==> src/hdl/pms_pkg.sv <==
// Purpose: Shared constants and carrier types of the processor mode and status block.
// Assumes: One core clock; every pin input is synchronised inside the block.
// Notes:   Offsets, widths, reset values and cycle counts live here only.

package pms_pkg;

   // ************************************************************
   // Sizes
   // ************************************************************
   localparam int PMS_WORD_W   = 16;
   localparam int PMS_NREG     = 20;
   localparam int PMS_NPAIR    = 10;
   localparam int PMS_NLVL     = 16;
   localparam int PMS_NEXT_IRQ = 10;
   localparam int PMS_NINT_IRQ = 6;
   localparam int PMS_LVL_W    = 4;
   localparam int PMS_RIDX_W   = 5;
   localparam int PMS_PIDX_W   = 4;
   localparam int PMS_OP_W     = 8;
   localparam int PMS_STEP_W   = 5;
   localparam int PMS_ROM_AW   = 13;
   localparam int PMS_SYNC_N   = 2;

   // ************************************************************
   // Encodings and reset values
   // ************************************************************
   localparam logic [3:0]         PMS_RET_NIBBLE   = 4'hF;
   localparam logic [PMS_OP_W-1:0] PMS_ESCAPE_DEF  = 8'hFF;
   localparam logic               PMS_FEI_RST      = 1'b1;
   localparam logic               PMS_SPARE_VALUE  = 1'b0;
   localparam logic               PMS_FETCH_RST    = 1'b1;
   localparam int                 PMS_EXEC_CYCLES  = 2;

   typedef enum logic [1:0] {
      PMS_FETCH = 2'b01,
      PMS_EXEC  = 2'b10
   } pms_seq_t;

   // ************************************************************
   // Carriers
   // ************************************************************
   typedef struct packed {
      logic o;
      logic oe;
   } pms_pin_t;

   typedef struct packed {
      logic                   en;
      logic                   pair;
      logic [PMS_RIDX_W-1:0]  idx;
      logic [2*PMS_WORD_W-1:0] data;
   } pms_rf_wr_t;

   typedef struct packed {
      logic                  pair;
      logic [PMS_RIDX_W-1:0] idx;
   } pms_rf_rd_t;

   typedef struct packed {
      logic [PMS_SYNC_N-1:0]              mode_sy;
      logic [PMS_SYNC_N-1:0]              test_sy;
      logic [PMS_SYNC_N:0]                xtal_sy;
      logic [PMS_NEXT_IRQ-1:0]            irq_sy1;
      logic [PMS_NEXT_IRQ-1:0]            irq_sy2;
      pms_seq_t                           seq;
      logic                               emu;
      logic                               in_macro;
      logic                               escape;
      logic [PMS_OP_W-1:0]                op;
      logic [PMS_STEP_W-1:0]              step;
      logic [PMS_WORD_W-1:0]              exec_word;
      logic                               exec_stb;
      logic                               fetch_req;
      logic                               rom_en;
      logic [PMS_ROM_AW-1:0]              rom_addr;
      logic                               irq_ack;
      logic [PMS_LVL_W-1:0]               irq_lvl;
      logic                               core_clk_o;
      logic                               sys_clk_o;
      pms_pin_t                           fei;
      pms_pin_t                           spare;
      logic [PMS_NREG-1:0][PMS_WORD_W-1:0] regs;
      logic [2*PMS_WORD_W-1:0]            rd_data;
   } pms_state_t;

   typedef struct packed {
      logic [PMS_NLVL-1:0] pend;
   } pms_irq_state_t;

endpackage : pms_pkg

==> src/hdl/pms_core.sv <==
// Purpose: Mode select, fetch/execute sequencing, status pins, clock outputs, register
//          pairing, interrupt service and private emulation-ROM access of the processor.
// Assumes: Instruction bus and ROM data are on core_clk; pins are synchronised here.
// Notes:   One instruction cycle is one period of the synchronised crystal input.
//
// Function
// RULE_01 - High mode-select pin gives emulation mode; low or open gives native mode.
// RULE_02 - Fetch/execute indicator is low while executing, high while fetching.
// RULE_03 - Fetch/execute indicator floats whenever the test input is low.
// RULE_04 - Spare output three also floats while test input is low.
// RULE_05 - Core clock output is single phase, 50% duty, crystal frequency.
// RULE_06 - System clock output is a buffered copy of the core clock output.
// RULE_07 - Native instructions complete in two cycles: one fetch, one execute.
// RULE_08 - Sixteen vectored interrupt levels are serviced strictly in priority order.
// RULE_09 - Twenty 16-bit registers pair into ten 32-bit registers for any operation.
// RULE_10 - Each emulated opcode runs its own native macro from an 8K x 16 ROM.
// RULE_11 - Only the processor reaches the emulation ROM; no outside path exists.
// RULE_12 - With test input high, indicator and spare output drive their normal values.

`timescale 1ns/10ps

module pms_core
   import pms_pkg::*;
#(
   parameter logic [PMS_OP_W-1:0] ESCAPE_OP = PMS_ESCAPE_DEF
) (
   input  wire logic                      core_clk,
   input  wire logic                      rst,
   input  wire logic                      isa_mode_select,
   input  wire logic                      test_mode_n,
   input  wire logic                      crystal_drive_input,
   input  wire logic [PMS_NEXT_IRQ-1:0]   irq_ext,
   input  wire logic [PMS_NINT_IRQ-1:0]   irq_int,
   input  wire logic                      instr_ready,
   input  wire logic [PMS_WORD_W-1:0]     instr_word,
   input  wire logic [PMS_WORD_W-1:0]     rom_data,
   input  wire pms_rf_wr_t                rf_wr,
   input  wire pms_rf_rd_t                rf_rd,
   output logic                           core_clock_output,
   output logic                           buffered_system_clock,
   output logic                           fetch_execute_indicator_o,
   output logic                           fetch_execute_indicator_oe,
   output logic                           spare_output_three_o,
   output logic                           spare_output_three_oe,
   output logic                           emu_mode,
   output logic                           instr_fetch,
   output logic [PMS_WORD_W-1:0]          exec_word,
   output logic                           exec_strobe,
   output logic                           rom_en,
   output logic [PMS_ROM_AW-1:0]          rom_addr,
   output logic                           irq_ack,
   output logic [PMS_LVL_W-1:0]           irq_level,
   output logic [2*PMS_WORD_W-1:0]        rf_rd_data
);

   pms_state_t                q;
   pms_state_t                d;
   logic                      tick;
   logic                      src_ready;
   logic                      pend_valid;
   logic [PMS_LVL_W-1:0]      pend_lvl;
   logic [PMS_NLVL-1:0]       irq_req;

   // ************************************************************
   // Crystal phase and interrupt requests
   // ************************************************************
   // Rising edge of the synchronised crystal marks the start of each instruction cycle.
   assign tick      = q.xtal_sy[1] & ~q.xtal_sy[2];
   assign src_ready = q.in_macro | instr_ready;
   assign irq_req   = {q.irq_sy2, irq_int};

   pms_irq_prio #(
      .NLVL       (PMS_NLVL)
   ) u_irq (
      .core_clk   (core_clk),
      .rst        (rst),
      .req        (irq_req),
      .take       (q.irq_ack),
      .take_lvl   (q.irq_lvl),
      .pend_valid (pend_valid),
      .pend_lvl   (pend_lvl)
   );

   // ************************************************************
   // Next state
   // ************************************************************
   always_comb begin
      d          = q;
      d.mode_sy  = {q.mode_sy[0], isa_mode_select};
      d.test_sy  = {q.test_sy[0], test_mode_n};
      d.xtal_sy  = {q.xtal_sy[1:0], crystal_drive_input};
      d.irq_sy1  = irq_ext;
      d.irq_sy2  = q.irq_sy1;
      d.exec_stb = 1'b0;
      d.irq_ack  = 1'b0;

      // The outputs follow the crystal level, so duty and frequency are the crystal's own.
      d.core_clk_o = q.xtal_sy[1];   // see RULE_05
      d.sys_clk_o  = q.core_clk_o;   // see RULE_06

      if (tick) begin
         case (q.seq)
            PMS_FETCH: begin
               if (src_ready) begin
                  d.seq       = PMS_EXEC; // see RULE_07
                  d.fetch_req = 1'b0;
                  d.rom_en    = 1'b0;
                  if (q.in_macro) begin
                     d.exec_word = rom_data; // see RULE_10
                     d.exec_stb  = 1'b1;
                     if (rom_data[PMS_WORD_W-1 -: 4] == PMS_RET_NIBBLE) begin
                        d.in_macro = 1'b0;
                     end else begin
                        d.step = q.step + PMS_STEP_W'(1);
                     end
                  end else begin
                     if (q.emu && !q.escape) begin
                        d.op   = instr_word[PMS_WORD_W-1 -: PMS_OP_W];
                        d.step = '0;
                        // The escape opcode hands the next bus word to the native machine.
                        if (instr_word[PMS_WORD_W-1 -: PMS_OP_W] == ESCAPE_OP) begin
                           d.escape = 1'b1;
                        end else begin
                           d.in_macro = 1'b1; // see RULE_10
                        end
                     end else begin
                        d.escape    = 1'b0;
                        d.exec_word = instr_word;
                        d.exec_stb  = 1'b1;
                     end
                     // Interrupts are only taken at instruction-bus fetches, never while a macro runs from the ROM.
                     if (pend_valid) begin
                        d.irq_ack = 1'b1; // see RULE_08
                        d.irq_lvl = pend_lvl;
                     end
                  end
               end
            end
            PMS_EXEC: begin
               d.seq = PMS_FETCH;
               // The mode pin is sampled only at instruction boundaries.
               if (!d.in_macro && !d.escape) begin
                  d.emu = q.mode_sy[1]; // see RULE_01
               end
               d.fetch_req = ~d.in_macro;
               // The ROM address comes only from the sequencer, never from a bus.
               d.rom_en    = d.in_macro;  // see RULE_11
               d.rom_addr  = {d.op, d.step};
            end
            default: begin
               d.seq = PMS_FETCH;
            end
         endcase
      end

      d.fei.o    = (d.seq == PMS_FETCH); // see RULE_02
      d.fei.oe   = q.test_sy[1];         // see RULE_03 see RULE_12
      d.spare.o  = PMS_SPARE_VALUE;
      d.spare.oe = q.test_sy[1];         // see RULE_04 see RULE_12

      // Pairs are formed from an even register (upper half) and the next odd one.
      if (rf_wr.en) begin
         if (rf_wr.pair) begin
            if (rf_wr.idx < PMS_RIDX_W'(PMS_NPAIR)) begin
               d.regs[{rf_wr.idx[PMS_PIDX_W-1:0], 1'b0}] = rf_wr.data[2*PMS_WORD_W-1 -: PMS_WORD_W];
               d.regs[{rf_wr.idx[PMS_PIDX_W-1:0], 1'b1}] = rf_wr.data[PMS_WORD_W-1:0]; // see RULE_09
            end
         end else if (rf_wr.idx < PMS_RIDX_W'(PMS_NREG)) begin
            d.regs[rf_wr.idx] = rf_wr.data[PMS_WORD_W-1:0];
         end
      end
      d.rd_data = '0;
      if (rf_rd.pair) begin
         if (rf_rd.idx < PMS_RIDX_W'(PMS_NPAIR)) begin
            d.rd_data = {q.regs[{rf_rd.idx[PMS_PIDX_W-1:0], 1'b0}],
                         q.regs[{rf_rd.idx[PMS_PIDX_W-1:0], 1'b1}]}; // see RULE_09
         end
      end else if (rf_rd.idx < PMS_RIDX_W'(PMS_NREG)) begin
         d.rd_data = {{PMS_WORD_W{1'b0}}, q.regs[rf_rd.idx]};
      end
   end

   // ************************************************************
   // State register
   // ************************************************************
   always_ff @(posedge core_clk) begin
      if (rst) begin
         q           <= '0;
         q.seq       <= PMS_FETCH;
         q.fei.o     <= PMS_FEI_RST;
         q.fetch_req <= PMS_FETCH_RST;
      end else begin
         q <= d;
      end
   end

   assign core_clock_output          = q.core_clk_o;
   assign buffered_system_clock      = q.sys_clk_o;
   assign fetch_execute_indicator_o  = q.fei.o;
   assign fetch_execute_indicator_oe = q.fei.oe;
   assign spare_output_three_o       = q.spare.o;
   assign spare_output_three_oe      = q.spare.oe;
   assign emu_mode                   = q.emu;
   assign instr_fetch                = q.fetch_req;
   assign exec_word                  = q.exec_word;
   assign exec_strobe                = q.exec_stb;
   assign rom_en                     = q.rom_en;
   assign rom_addr                   = q.rom_addr;
   assign irq_ack                    = q.irq_ack;
   assign irq_level                  = q.irq_lvl;
   assign rf_rd_data                 = q.rd_data;
endmodule : pms_core

==> src/hdl/pms_irq_prio.sv <==
// Purpose: Sticky pending latch and fixed-priority selector for sixteen interrupt levels.
// Assumes: Requests are already on the core clock; level 0 is the most urgent.
// Notes:   A request in the cycle of its own acknowledge keeps the level pending.

`timescale 1ns/10ps

module pms_irq_prio
   import pms_pkg::*;
#(
   parameter int NLVL = PMS_NLVL
) (
   input  wire logic                 core_clk,
   input  wire logic                 rst,
   input  wire logic [NLVL-1:0]      req,
   input  wire logic                 take,
   input  wire logic [PMS_LVL_W-1:0] take_lvl,
   output logic                      pend_valid,
   output logic [PMS_LVL_W-1:0]      pend_lvl
);

   pms_irq_state_t q;
   pms_irq_state_t d;
   logic [NLVL-1:0] pend_nxt;

   // ************************************************************
   // Per-level latch
   // ************************************************************
   genvar gi;
   generate
      for (gi = 0; gi < NLVL; gi++) begin : g_lvl
         assign pend_nxt[gi] = req[gi] |
            (q.pend[gi] & ~(take & (take_lvl == PMS_LVL_W'(gi)))); // see RULE_08
      end
   endgenerate

   always_comb begin
      d            = q;
      d.pend       = pend_nxt;
      pend_valid   = 1'b0;
      pend_lvl     = '0;
      // Scan from the least urgent level so the most urgent one wins.
      for (int i = NLVL - 1; i >= 0; i--) begin
         if (q.pend[i]) begin
            pend_valid = 1'b1;
            pend_lvl   = PMS_LVL_W'(i); // see RULE_08
         end
      end
   end

   always_ff @(posedge core_clk) begin
      if (rst) begin
         q <= '0;
      end else begin
         q <= d;
      end
   end
endmodule : pms_irq_prio

==> config.mk <==
export PLATFORM = sky130hd
export DESIGN_NAME = pms_core
export DESIGN_NICKNAME = d
export VERILOG_FILES = /design/src/hdl/pms_pkg.sv /design/src/hdl/pms_core.sv /design/src/hdl/pms_irq_prio.sv
export SDC_FILE = /design/constraint.sdc
export NUM_CORES = 1
export LEC_CHECK = 0
export ABC_AREA = 0
export BUFFER_PORTS_ARGS = -buffer_cell sky130_fd_sc_hd__buf_2
export CORE_MARGIN = 3
export CORE_UTILIZATION = 49
export CTS_BUF_LIST = sky130_fd_sc_hd__clkbuf_4 sky130_fd_sc_hd__clkbuf_8 sky130_fd_sc_hd__clkbuf_16
export CTS_CLUSTER_DIAMETER = 40
export DETAILED_ROUTE_END_ITERATION = 7
export PLACE_DENSITY = 0.72
export SLEW_MARGIN = 20
export SYNTH_ARGS = -nofsm -noshare
export SYNTH_HDL_FRONTEND = slang
export SYNTH_SLANG_ARGS = --single-unit
==> constraint.sdc <==
create_clock -name core_clk -period 3.5 [get_ports core_clk]
set_input_delay 0.525 -clock core_clk [delete_from_list [all_inputs] [get_ports core_clk]]
set_output_delay 0.525 -clock core_clk [all_outputs]
set_load 0.02 [all_outputs]
# [Word level (Yosys, flattened, before mapping)]
# Index checks and enable logic that the tools add are counted.
[op_classes] reduce_logical=23 multipliers=0 n_addsub=1 n_shift=0 magnitude_cmp=13 div=0 bitwise=71 eq_ne=25 mux=77
[op_table] cell="320-bit bitwise mux" count=3
[op_table] cell="320-bit two-way mux" count=3
[op_table] cell="16-bit binary-select mux with 4-bit select" count=2
[op_table] cell="16-bit demux with 4-bit select" count=2
[op_table] cell="16-bit two-way mux" count=7
[op_table] cell="32-bit two-way mux" count=3
[op_table] cell="16-bit binary-select mux with 5-bit select" count=1
[op_table] cell="16-bit demux with 5-bit select" count=1
[op_table] cell="4-bit two-way mux" count=16
[op_table] cell="55-bit two-way mux" count=1
[op_table] cell="4-bit == test, second input constant" count=9
[op_table] cell="5-bit by 6-bit < comparator with 1-bit output, second input constant" count=6
[op_table] cell="34-bit two-way mux" count=1
[op_table] cell="1-bit bitwise AND" count=33
[op_table] cell="13-bit two-way mux" count=2
[op_table] cell="5-bit two-way mux" count=5
[op_table] cell="1-bit two-way mux" count=24
[op_table] cell="22-bit two-way mux" count=1
[op_table] cell="1-bit inverter" count=21
[op_table] cell="5-bit AND reduction" count=4
[op_table] cell="17-bit two-way mux" count=1
[op_table] cell="1-bit bitwise OR" count=17
[op_table] cell="4-bit by 3-bit == test with 1-bit output, second input constant" count=4
[op_table] cell="5-bit by 1-bit >= comparator with 1-bit output, second input constant" count=3
[op_table] cell="other kinds (22)" count=40
[totals] n_memories=0 output_inout_bits=76 in_bits=99 elab_cells=255 ram_bits=0 reg_bits=455 romBits=0 latch_bits=0

# [Longest topological paths before layout]
# Gate-level depths: netlist (run 1).
[depth] depth_word=22 depth_mapped=10 depth_no_buf=5

# [Cells and area by module]
# From an unflattened synthesis (run 1), not the netlist that was laid out.
[hier_totals] hier_cells=2396 hier_area_um2=23383.7
[modules_own_cells] module="pms_core" seq_area_each_um2=8748.4 n_inst=1 cells_per_inst=2291 area_per_inst_um2=22622.9
[modules_own_cells] module="pms_irq_prio" seq_area_each_um2=320.3 n_inst=1 cells_per_inst=105 area_per_inst_um2=760.7

# [Least setup slack after synthesis (run 1)]
# Ideal clock, no wire load.
[synth_path] kind="input to register" start="in rf_rd[0] (netlist name)" end="reg q (netlist bit rf_rd_data[8])" required_time_ns=3.381 setup_ns=0.119 n_path_buf=2 path_stages=6 arrival_ns=2.237 slack_ns=1.144 cell_sequence="buf_2 -> buf_1 -> mux4_2 -> mux2_2 -> a22oi_1 -> nand2_1"
[synth_between] elab_chain_cells=4 word_cells_on_any_way=9 cone_classes="2 x order compare; 7 x mux"
[synth_lines] item="start: declaration" line="pms_core.sv:38" rtl="input wire pms_rf_rd_t rf_rd,"
[synth_lines] item="16-bit binary-select mux with 5-bit select or 16-bit binary-select mux with 4-bit select (tied branches)" line="pms_core.sv:179, pms_core.sv:176"
[synth_lines] item="16-bit two-way mux (on tied branches)" line="pms_core.sv:179, pms_core.sv:176"
[synth_lines] item="16-bit two-way mux or 32-bit two-way mux (tied branches)" line="pms_core.sv:178, pms_core.sv:174"
[synth_lines] item="32-bit two-way mux (*)" line="pms_core.sv:173" rtl="if (rf_rd.pair) begin"
[synth_lines] item="end: declaration" line="pms_core.sv:56" rtl="pms_state_t q;"
# Mark *: on every way between the ends. The rest lies on a longest branch, timed or not. The select of a mux whose other input is x is not followed.
# A chain may end at the register's enable or synchronous reset.

# [Worst setup path after layout (run 1)]
[layout_path] start="in rf_wr[34] (netlist name)" end="reg q[99] (netlist name)"
[layout_between] elab_chain_cells=8 word_cells_on_any_way=21 cone_classes="6 x order compare; 1 x eq/ne; 10 x mux; 4 x reduce/logical"
[layout_lines] item="start: declaration" line="pms_core.sv:37" rtl="input wire pms_rf_wr_t rf_wr,"
[layout_lines] item="5-bit by 6-bit < comparator with 1-bit output (implied by the code) or 5-bit by 1-bit >= comparator with 1-bit output (tied branches)" line="pms_core.sv:165" rtl="d.regs[{rf_wr.idx[PMS_PIDX_W-1:0], 1'b0}] = rf_wr.data[2*PMS_WORD_W-1 -: PMS_WORD_W];"
[layout_lines] item="1-bit logical AND (implied by the code)" line="pms_core.sv:165"
[layout_lines] item="16-bit two-way mux (implied by the code)" line="pms_core.sv:165"
[layout_lines] item="16-bit demux with 4-bit select" line="pms_core.sv:165"
[layout_lines] item="320-bit bitwise mux" line="pms_core.sv:165"
[layout_lines] item="320-bit bitwise mux" line="pms_core.sv:166" rtl="d.regs[{rf_wr.idx[PMS_PIDX_W-1:0], 1'b1}] = rf_wr.data[PMS_WORD_W-1:0];"
[layout_lines] item="320-bit two-way mux" line="pms_core.sv:164" rtl="if (rf_wr.idx < PMS_RIDX_W'(PMS_NPAIR)) begin"
[layout_lines] item="320-bit two-way mux" line="pms_core.sv:163" rtl="if (rf_wr.pair) begin"
# Several ways; a longest one is shown, not always the timed one. The select of a mux whose other input is x is not followed.

==> impl_metrics.csv, run 1 <==
group,metric,value,unit
status,status,"finished, final reports clean",
drt,wl_per_cell,25.21,um
floorplanning,die_y,225.8,um
sta,max_slew.worst_pin.slew,1127,ps
clock_tree,clockBufferDepth,3,
clock_tree,clock_sinks,453,
drt,final_antenna_net_count,0,
pwr,p_per_area,507.4,nW/um^2
pwr,pwr-share-comb,7.3,%
yosys,synthTopCellsByArea,"dfxtp_1 (38%), mux4_2 (12%), mux2i_1 (11%), nor2_1 (5.5%), a22oi_1 (5.5%)",
sta,final_hold_viol_count,0,
pwr,p_sw,3.278,mW
drt,firstDrtPassIters,6,
clock_tree,cts_tree,"built",
cells_and_area,layout-drive-gt1-share,23.57,%
floorplanning,coreArea,47150,um^2
clock_tree,cts_hold_buffers,0,
clock_tree,htree_levels,3,
floorplanning,rows,79,
placement,place.gp.congestion,0.8968,
cells_and_area,syn_to_final_growth,12.94,%
clock_tree,cts_resized,0,
min_path,hp-class,"in2reg",
pwr,intPower,10.29,mW
worst_setup_path,critPathCaptureType,"register",
sta,fin_crit_sh,74.24,%
sta,rsz0062_at_grt,"no",
pwr,seq_power_share,39.0,%
yosys,yosysUniqueCellTypes,64,
flow_run,drv_cap,0,
floorplanning,die_w,225.8,um
worst_setup_path,crit_path_max_fanout,19,
clock_tree,cts_setup_buffers,0,
global_route,grt_overflow,0,
yosys,yosys_warnings,0,
sta,report.final.slew_viol_count,0,
yosys,synth-edff-count,0,
clock_tree,cts_buffers,67,
floorplanning,die_area,50990,um^2
floorplanning,ios,175,
pwr,ir_worst_vdd,0.5383,mV
drt,drt-total-wl,76.93,mm
clock_tree,cts_root_buffer,"clkbuf_16",
yosys,netlist_instances,2404,
worst_setup_path,crit_slowest_cell,"and2_1",
yosys,synthArstFlopShare,0,%
global_route,grt_usage,29.62,%
sta,slew_headroom,24.86,%
worst_setup_path,critPathKind,"in2reg",
sta,fin_hold_ws,128.9,ps
global_route,antenna_found_initial,13,
worst_setup_path,crit_family,"simple AND/OR/NAND/NOR gates",
worst_setup_path,critical_path.startpoint_type,"input pin",
global_route,grt_max_degree,102,
drt,via_per_inst,6.620,
worst_setup_path,max_stage_delay,860,ps
yosys,synth_area_leader_cell,"dfxtp_1",
cells_and_area,nNetsFinal,2488,
sta,fmax,384.8,MHz
pwr,p_leak,10.77,nW
pwr,swShare,24.16,%
yosys,ys.flop_type,"dfxtp_1",
sta,finClkSkew,24.63,ps
pwr,totalPowerFinal,13.57,mW
worst_setup_path,path_cells,"buf_2, nor4b_4, buf_4, and2_1, a22oi_1, a211oi_1",
yosys,ys_seq_area_share,38.30,%
clock_tree,clk-insertion-delay-late,610,ps
clock_tree,path_clk_slew,60,ps
worst_setup_path,required,4010,ps
placement,dp_hpwl,48.63,mm
yosys,yosys.area.top_type_share,38.30,%
yosys,synthesis.area,23680,um^2
worst_setup_path,worst_ep_arrival_time,3100,ps
worst_setup_path,path_buf_inv,2,
yosys,syn_nets,2504,
global_route,grt_pass1_wl,116.3,mm
sta,finalSetupViolations,0,
drt,drt-initial-drc-count,2682,
yosys,synth.avg_cell_area,9.849,um^2
drt,vias,20200,
floorplanning,initial_core_util,50.22,%
sta,period_needed,2598,ps
placement,portBuffers,173,
sta,fin_tns_setup,0,ps
yosys,ys_ff_latch,453,
global_route,first_global_vias,19460,
drt,drc,0,
cells_and_area,fillers,3972,
pwr,p_clk_share,53.8,%
-- logic make-up after synthesis --
logic type,Yosys count,synth area share [%]
AND/OR/NAND/NOR,636,12.82
AO/OA/AOI/OAI,552,17.41
flip-flops,453,38.30
multiplexers,401,23.60
buffers and inverters,357,7.694
XOR/XNOR,3,0.1110
adder cells (fa/ha/maj),1,0.05284
other,1,0.01584
-- metal layers --
| metal | wire length (um) | GRT usage, % |
|---|---|---|
| met5 | 86 | 0 |
| met4 | 3792 | 13.63 |
| met3 | 9085 | 8.540 |
| met2 | 34430 | 45.49 |
| met1 | 29530 | 38.74 |
-- placed cells by master, fill, tap and decap left out, types with 12 or more instances in the layout --
cell type / count
inv_1: 23
mux2i_1: 251
o22ai_1: 33
and2_1: 44
a32oi_1: 16
dfxtp_1: 453
buf_2: 170
nor2_1: 346
a211o_1: 21
buf_4: 71
a21oi_1: 60
bufinv_16: 12
nor3_1: 13
clkbuf_16: 69
mux4_2: 123
nand2_1: 94
nor2b_1: 51
a22oi_1: 173
a211oi_1: 151
mux2_2: 27
nand3_1: 21
a211oi_2: 16
o21ai_0: 34
-- power groups by stage --
stage | sequential, mW | combinational, mW | clock [mW]
6_report | 5.29 | 0.986 | 7.29
5_1_grt | 5.29 | 1.04 | 7.60
4_1_cts | 5.29 | 0.965 | 7.35
3_5_place_dp | 5.39 | 0.961 | 0
3_3_place_gp | 5.39 | 0.941 | 0
2_1_floorplan | 5.38 | 0.692 | 0
-- area by class of cell --
| class | instances | area, um^2 | area share (%) |
|---|---|---|---|
| multi-input cells | 1594 | 12840 | 48.01 |
| inverters | 23 | 86.33 | 0.3229 |
| flip-flops and latches | 453 | 9069 | 33.92 |
| diodes | 5 | 12.51 | 0.04679 |
| well taps | 607 | 759.5 | 2.840 |
| clock buffers | 82 | 1856 | 6.939 |
| repair buffers | 249 | 1525 | 5.704 |
| clock inverters | 39 | 593.1 | 2.218 |
-- path summary, 6_finish.rpt --
| check | startpoint | end | slack, ps | cells after the start |
|---|---|---|---|---|
| hold / removal | isa_mode_select | d[439]$_SDFF_PP0_ | 130 | 2 |
| setup / recovery | rf_wr[34] | q[99]$_SDFFE_PP0P_ | 900 | 6 |
| hold reg to reg | d[420]$_SDFF_PP0_ | irq_req[13]$_SDFF_PP0_ | 420 | 1 |
| setup reg to reg | u_irq.q[4]$_SDFF_PP0_ | irq_level[0]$_SDFFE_PP0P_ | 1540 | 5 |
-- state kept, by name, indices dropped and copies added (netlist names), 4 cells and up --
| signal | count |
|---|---|
| u_irq.q | 16 |
| d | 15 |
| irq_req | 10 |
| rf_rd_data | 32 |
| rom_addr | 13 |
| q | 339 |
| exec_word | 16 |
| irq_level | 4 |
-- synthesized netlist by cell type (5+ instances only) --
master / number
a211o_1: 21
a211oi_1: 151
a211oi_2: 16
a211oi_4: 8
a21o_1: 11
a21oi_1: 61
a22oi_1: 173
a32oi_1: 16
and2_1: 44
buf_1: 42
buf_2: 55
buf_4: 84
buf_6: 13
clkbuf_1: 140
dfxtp_1: 453
inv_1: 23
mux2_2: 27
mux2i_1: 251
mux4_2: 123
nand2_1: 94
nand2b_1: 10
nand3_1: 21
nand3b_1: 5
nor2_1: 347
nor2b_1: 51
nor3_1: 14
nor4_1: 8
o21ai_0: 34
o221ai_1: 11
o22ai_1: 33
or3_1: 5
-- through the flow --
step / instance area, um^2 / std cells / utilization (%) / worst slack [ps]
2_1_floorplan: 23680 / 2404 / - / 1144
3_3_place_gp: 24270 / 2926 / 51.48 / 574.7
3_5_place_dp: 24270 / 2926 / 51.48 / 493.4
4_1_cts: 26720 / 3047 / 56.68 / 1035
5_1_grt: 26740 / 3051 / 56.71 / 897.6
6_report: 26740 / 3052 / 56.71 / 901.5
Note: power is estimated with default switching activity, not from simulation.
==> run 2, diff against run 1 <==
Clock period 3.5 ns to 2.41 ns, I/O delays scaled along.
==> impl_metrics.csv, run 2 (synthesis results as in run 1) <==
group,metric,value,unit
status,status,"finished, final reports clean",
global_route,grt_max_degree,124,
clock_tree,cts_setup_buffers,0,
clock_tree,path_clk_slew,60,ps
sta,fmax,530.0,MHz
cells_and_area,layout-drive-gt1-share,24.86,%
floorplanning,die_area,50990,um^2
placement,portBuffers,173,
sta,rsz0062_at_grt,"no",
floorplanning,initial_core_util,50.22,%
clock_tree,cts_root_buffer,"clkbuf_16",
global_route,grt_pass1_wl,118.6,mm
min_path,hp-class,"in2reg",
pwr,p_per_area,687.8,nW/um^2
floorplanning,rows,79,
drt,drc,0,
floorplanning,die_y,225.8,um
pwr,p_leak,11.14,nW
placement,placed_area,25020,um^2
worst_setup_path,critPathKind,"reg2reg",
cells_and_area,syn_to_final_growth,16.26,%
worst_setup_path,critical_path.startpoint_type,"register",
cells_and_area,regMostFlops,"q",
floorplanning,ios,175,
cells_and_area,final_cell_mix,"dfxtp_1 (453), nor2_1 (346), mux2i_1 (251)",
pwr,totalPowerFinal,18.93,mW
sta,report.final.slew_viol_count,0,
cells_and_area,final_common_cell,"dfxtp_1",
drt,via_per_inst,6.522,
clock_tree,clock_sinks,453,
placement,pre_cts_ws,0.8376,ps
flow_run,drv_cap,0,
global_route,grt_usage,30.14,%
sta,finClkSkew,30.38,ps
clock_tree,cts_buffers,61,
cells_and_area,seq_area,9069,um^2
placement,dp_hpwl,50.95,mm
clock_tree,clk-insertion-delay-late,650,ps
sta,fin_crit_sh,78.29,%
sta,fin_ws,523.1,ps
clock_tree,cts_resized,0,
clock_tree,htree_levels,2,
worst_setup_path,crit_path_max_fanout,5,
drt,vias,20430,
clock_tree,cts_tree,"built",
sta,max_slew.worst_pin.slew,1245,ps
global_route,grt_overflow,0,
worst_setup_path,required,2930,ps
drt,final_antenna_net_count,0,
drt,firstDrtPassIters,6,
sta,finalSetupViolations,0,
sta,fin_tns_setup,0,ps
worst_setup_path,critPathCaptureType,"register",
placement,place.gp.congestion,0.8925,
cells_and_area,fillers,3876,
sta,final_hold_viol_count,0,
worst_setup_path,worst_ep_arrival_time,2400,ps
clock_tree,cts_hold_buffers,27,
global_route,antenna_found_initial,13,
clock_tree,clockBufferDepth,3,
drt,drt-total-wl,78.53,mm
cells_and_area,stdcell_count,3132,
drt,drt-initial-drc-count,2489,
floorplanning,die_w,225.8,um
cells_and_area,multiInputGateArea,12830,um^2
cells_and_area,stdcell_area,27530,um^2
floorplanning,coreArea,47150,um^2
sta,slew_headroom,16.32,%
global_route,first_global_vias,20010,
drt,wl_per_cell,25.07,um
cells_and_area,largest_register_ff_count,339,
cells_and_area,nNetsFinal,2565,
sta,period_needed,1887,ps
pwr,ir_worst_vdd,0.6638,mV
placement,dp.cells,2982,
==> run 2: changes by cell type in the layout (fill, tap and decap cells not counted), sizes merged <==
cell and change:
buf +56, dlygate4sd3 +27, clkbuf -12, clkinv +5, clkinvlp +5, bufinv -3
diode +2
==> run 2: through the flow <==
step	hold slack [ps]	util [%]
finish	93.07	58.38
global route	92.07	58.37
CTS	64.58	58.34
detailed placement	422.0	53.06
global placement	419.0	53.06
floorplan	410.8	-
==> run 2: layer usage <==
metal	wire length (um)	GRT usage [%]
met1	30360	39.22
met2	35120	46.39
met3	8721	7.838
met4	4254	15.50
met5	76	0
==> run 2: worst max-delay path, stage by stage, from the launching register on <==
cell	delay, ps
dfxtp_1	340
nor4_1	590
nand2_1	130
o21ai_0	210
buf_4	170
nor3_1	50
a32o_1	280
==> run 2: where the power goes <==
part | switching (mW) | total (mW) | internal (mW)
combinational | 0.959 | 1.56 | 0.600
sequential | 0.0813 | 7.68 | 7.60
clock | 3.81 | 9.69 | 5.89
==> run 2: path summary, 6_finish.rpt <==
kind                    startpoint                        end  slack [ps]  cells past startpoint
min                  instr_word[0]  exec_word[0]$_SDFFE_PP0P_          90                      3
max reg2reg  u_irq.q[4]$_SDFF_PP0_  irq_level[0]$_SDFFE_PP0P_         520                      6
min reg2reg  irq_req[9]$_SDFF_PP0_      u_irq.q[9]$_SDFF_PP0_         430                      2
max          u_irq.q[4]$_SDFF_PP0_  irq_level[0]$_SDFFE_PP0P_         520                      6
==> run 2: final cells by class <==
cell class / count / share of cell area, %
multi-input cells: 1594 / 46.63
repair buffers: 332 / 9.232
clock buffers: 70 / 5.859
inverters: 23 / 0.3137
flip-flops and latches: 453 / 32.95
diodes: 7 / 0.06364
clock inverters: 46 / 2.200
well taps: 607 / 2.759
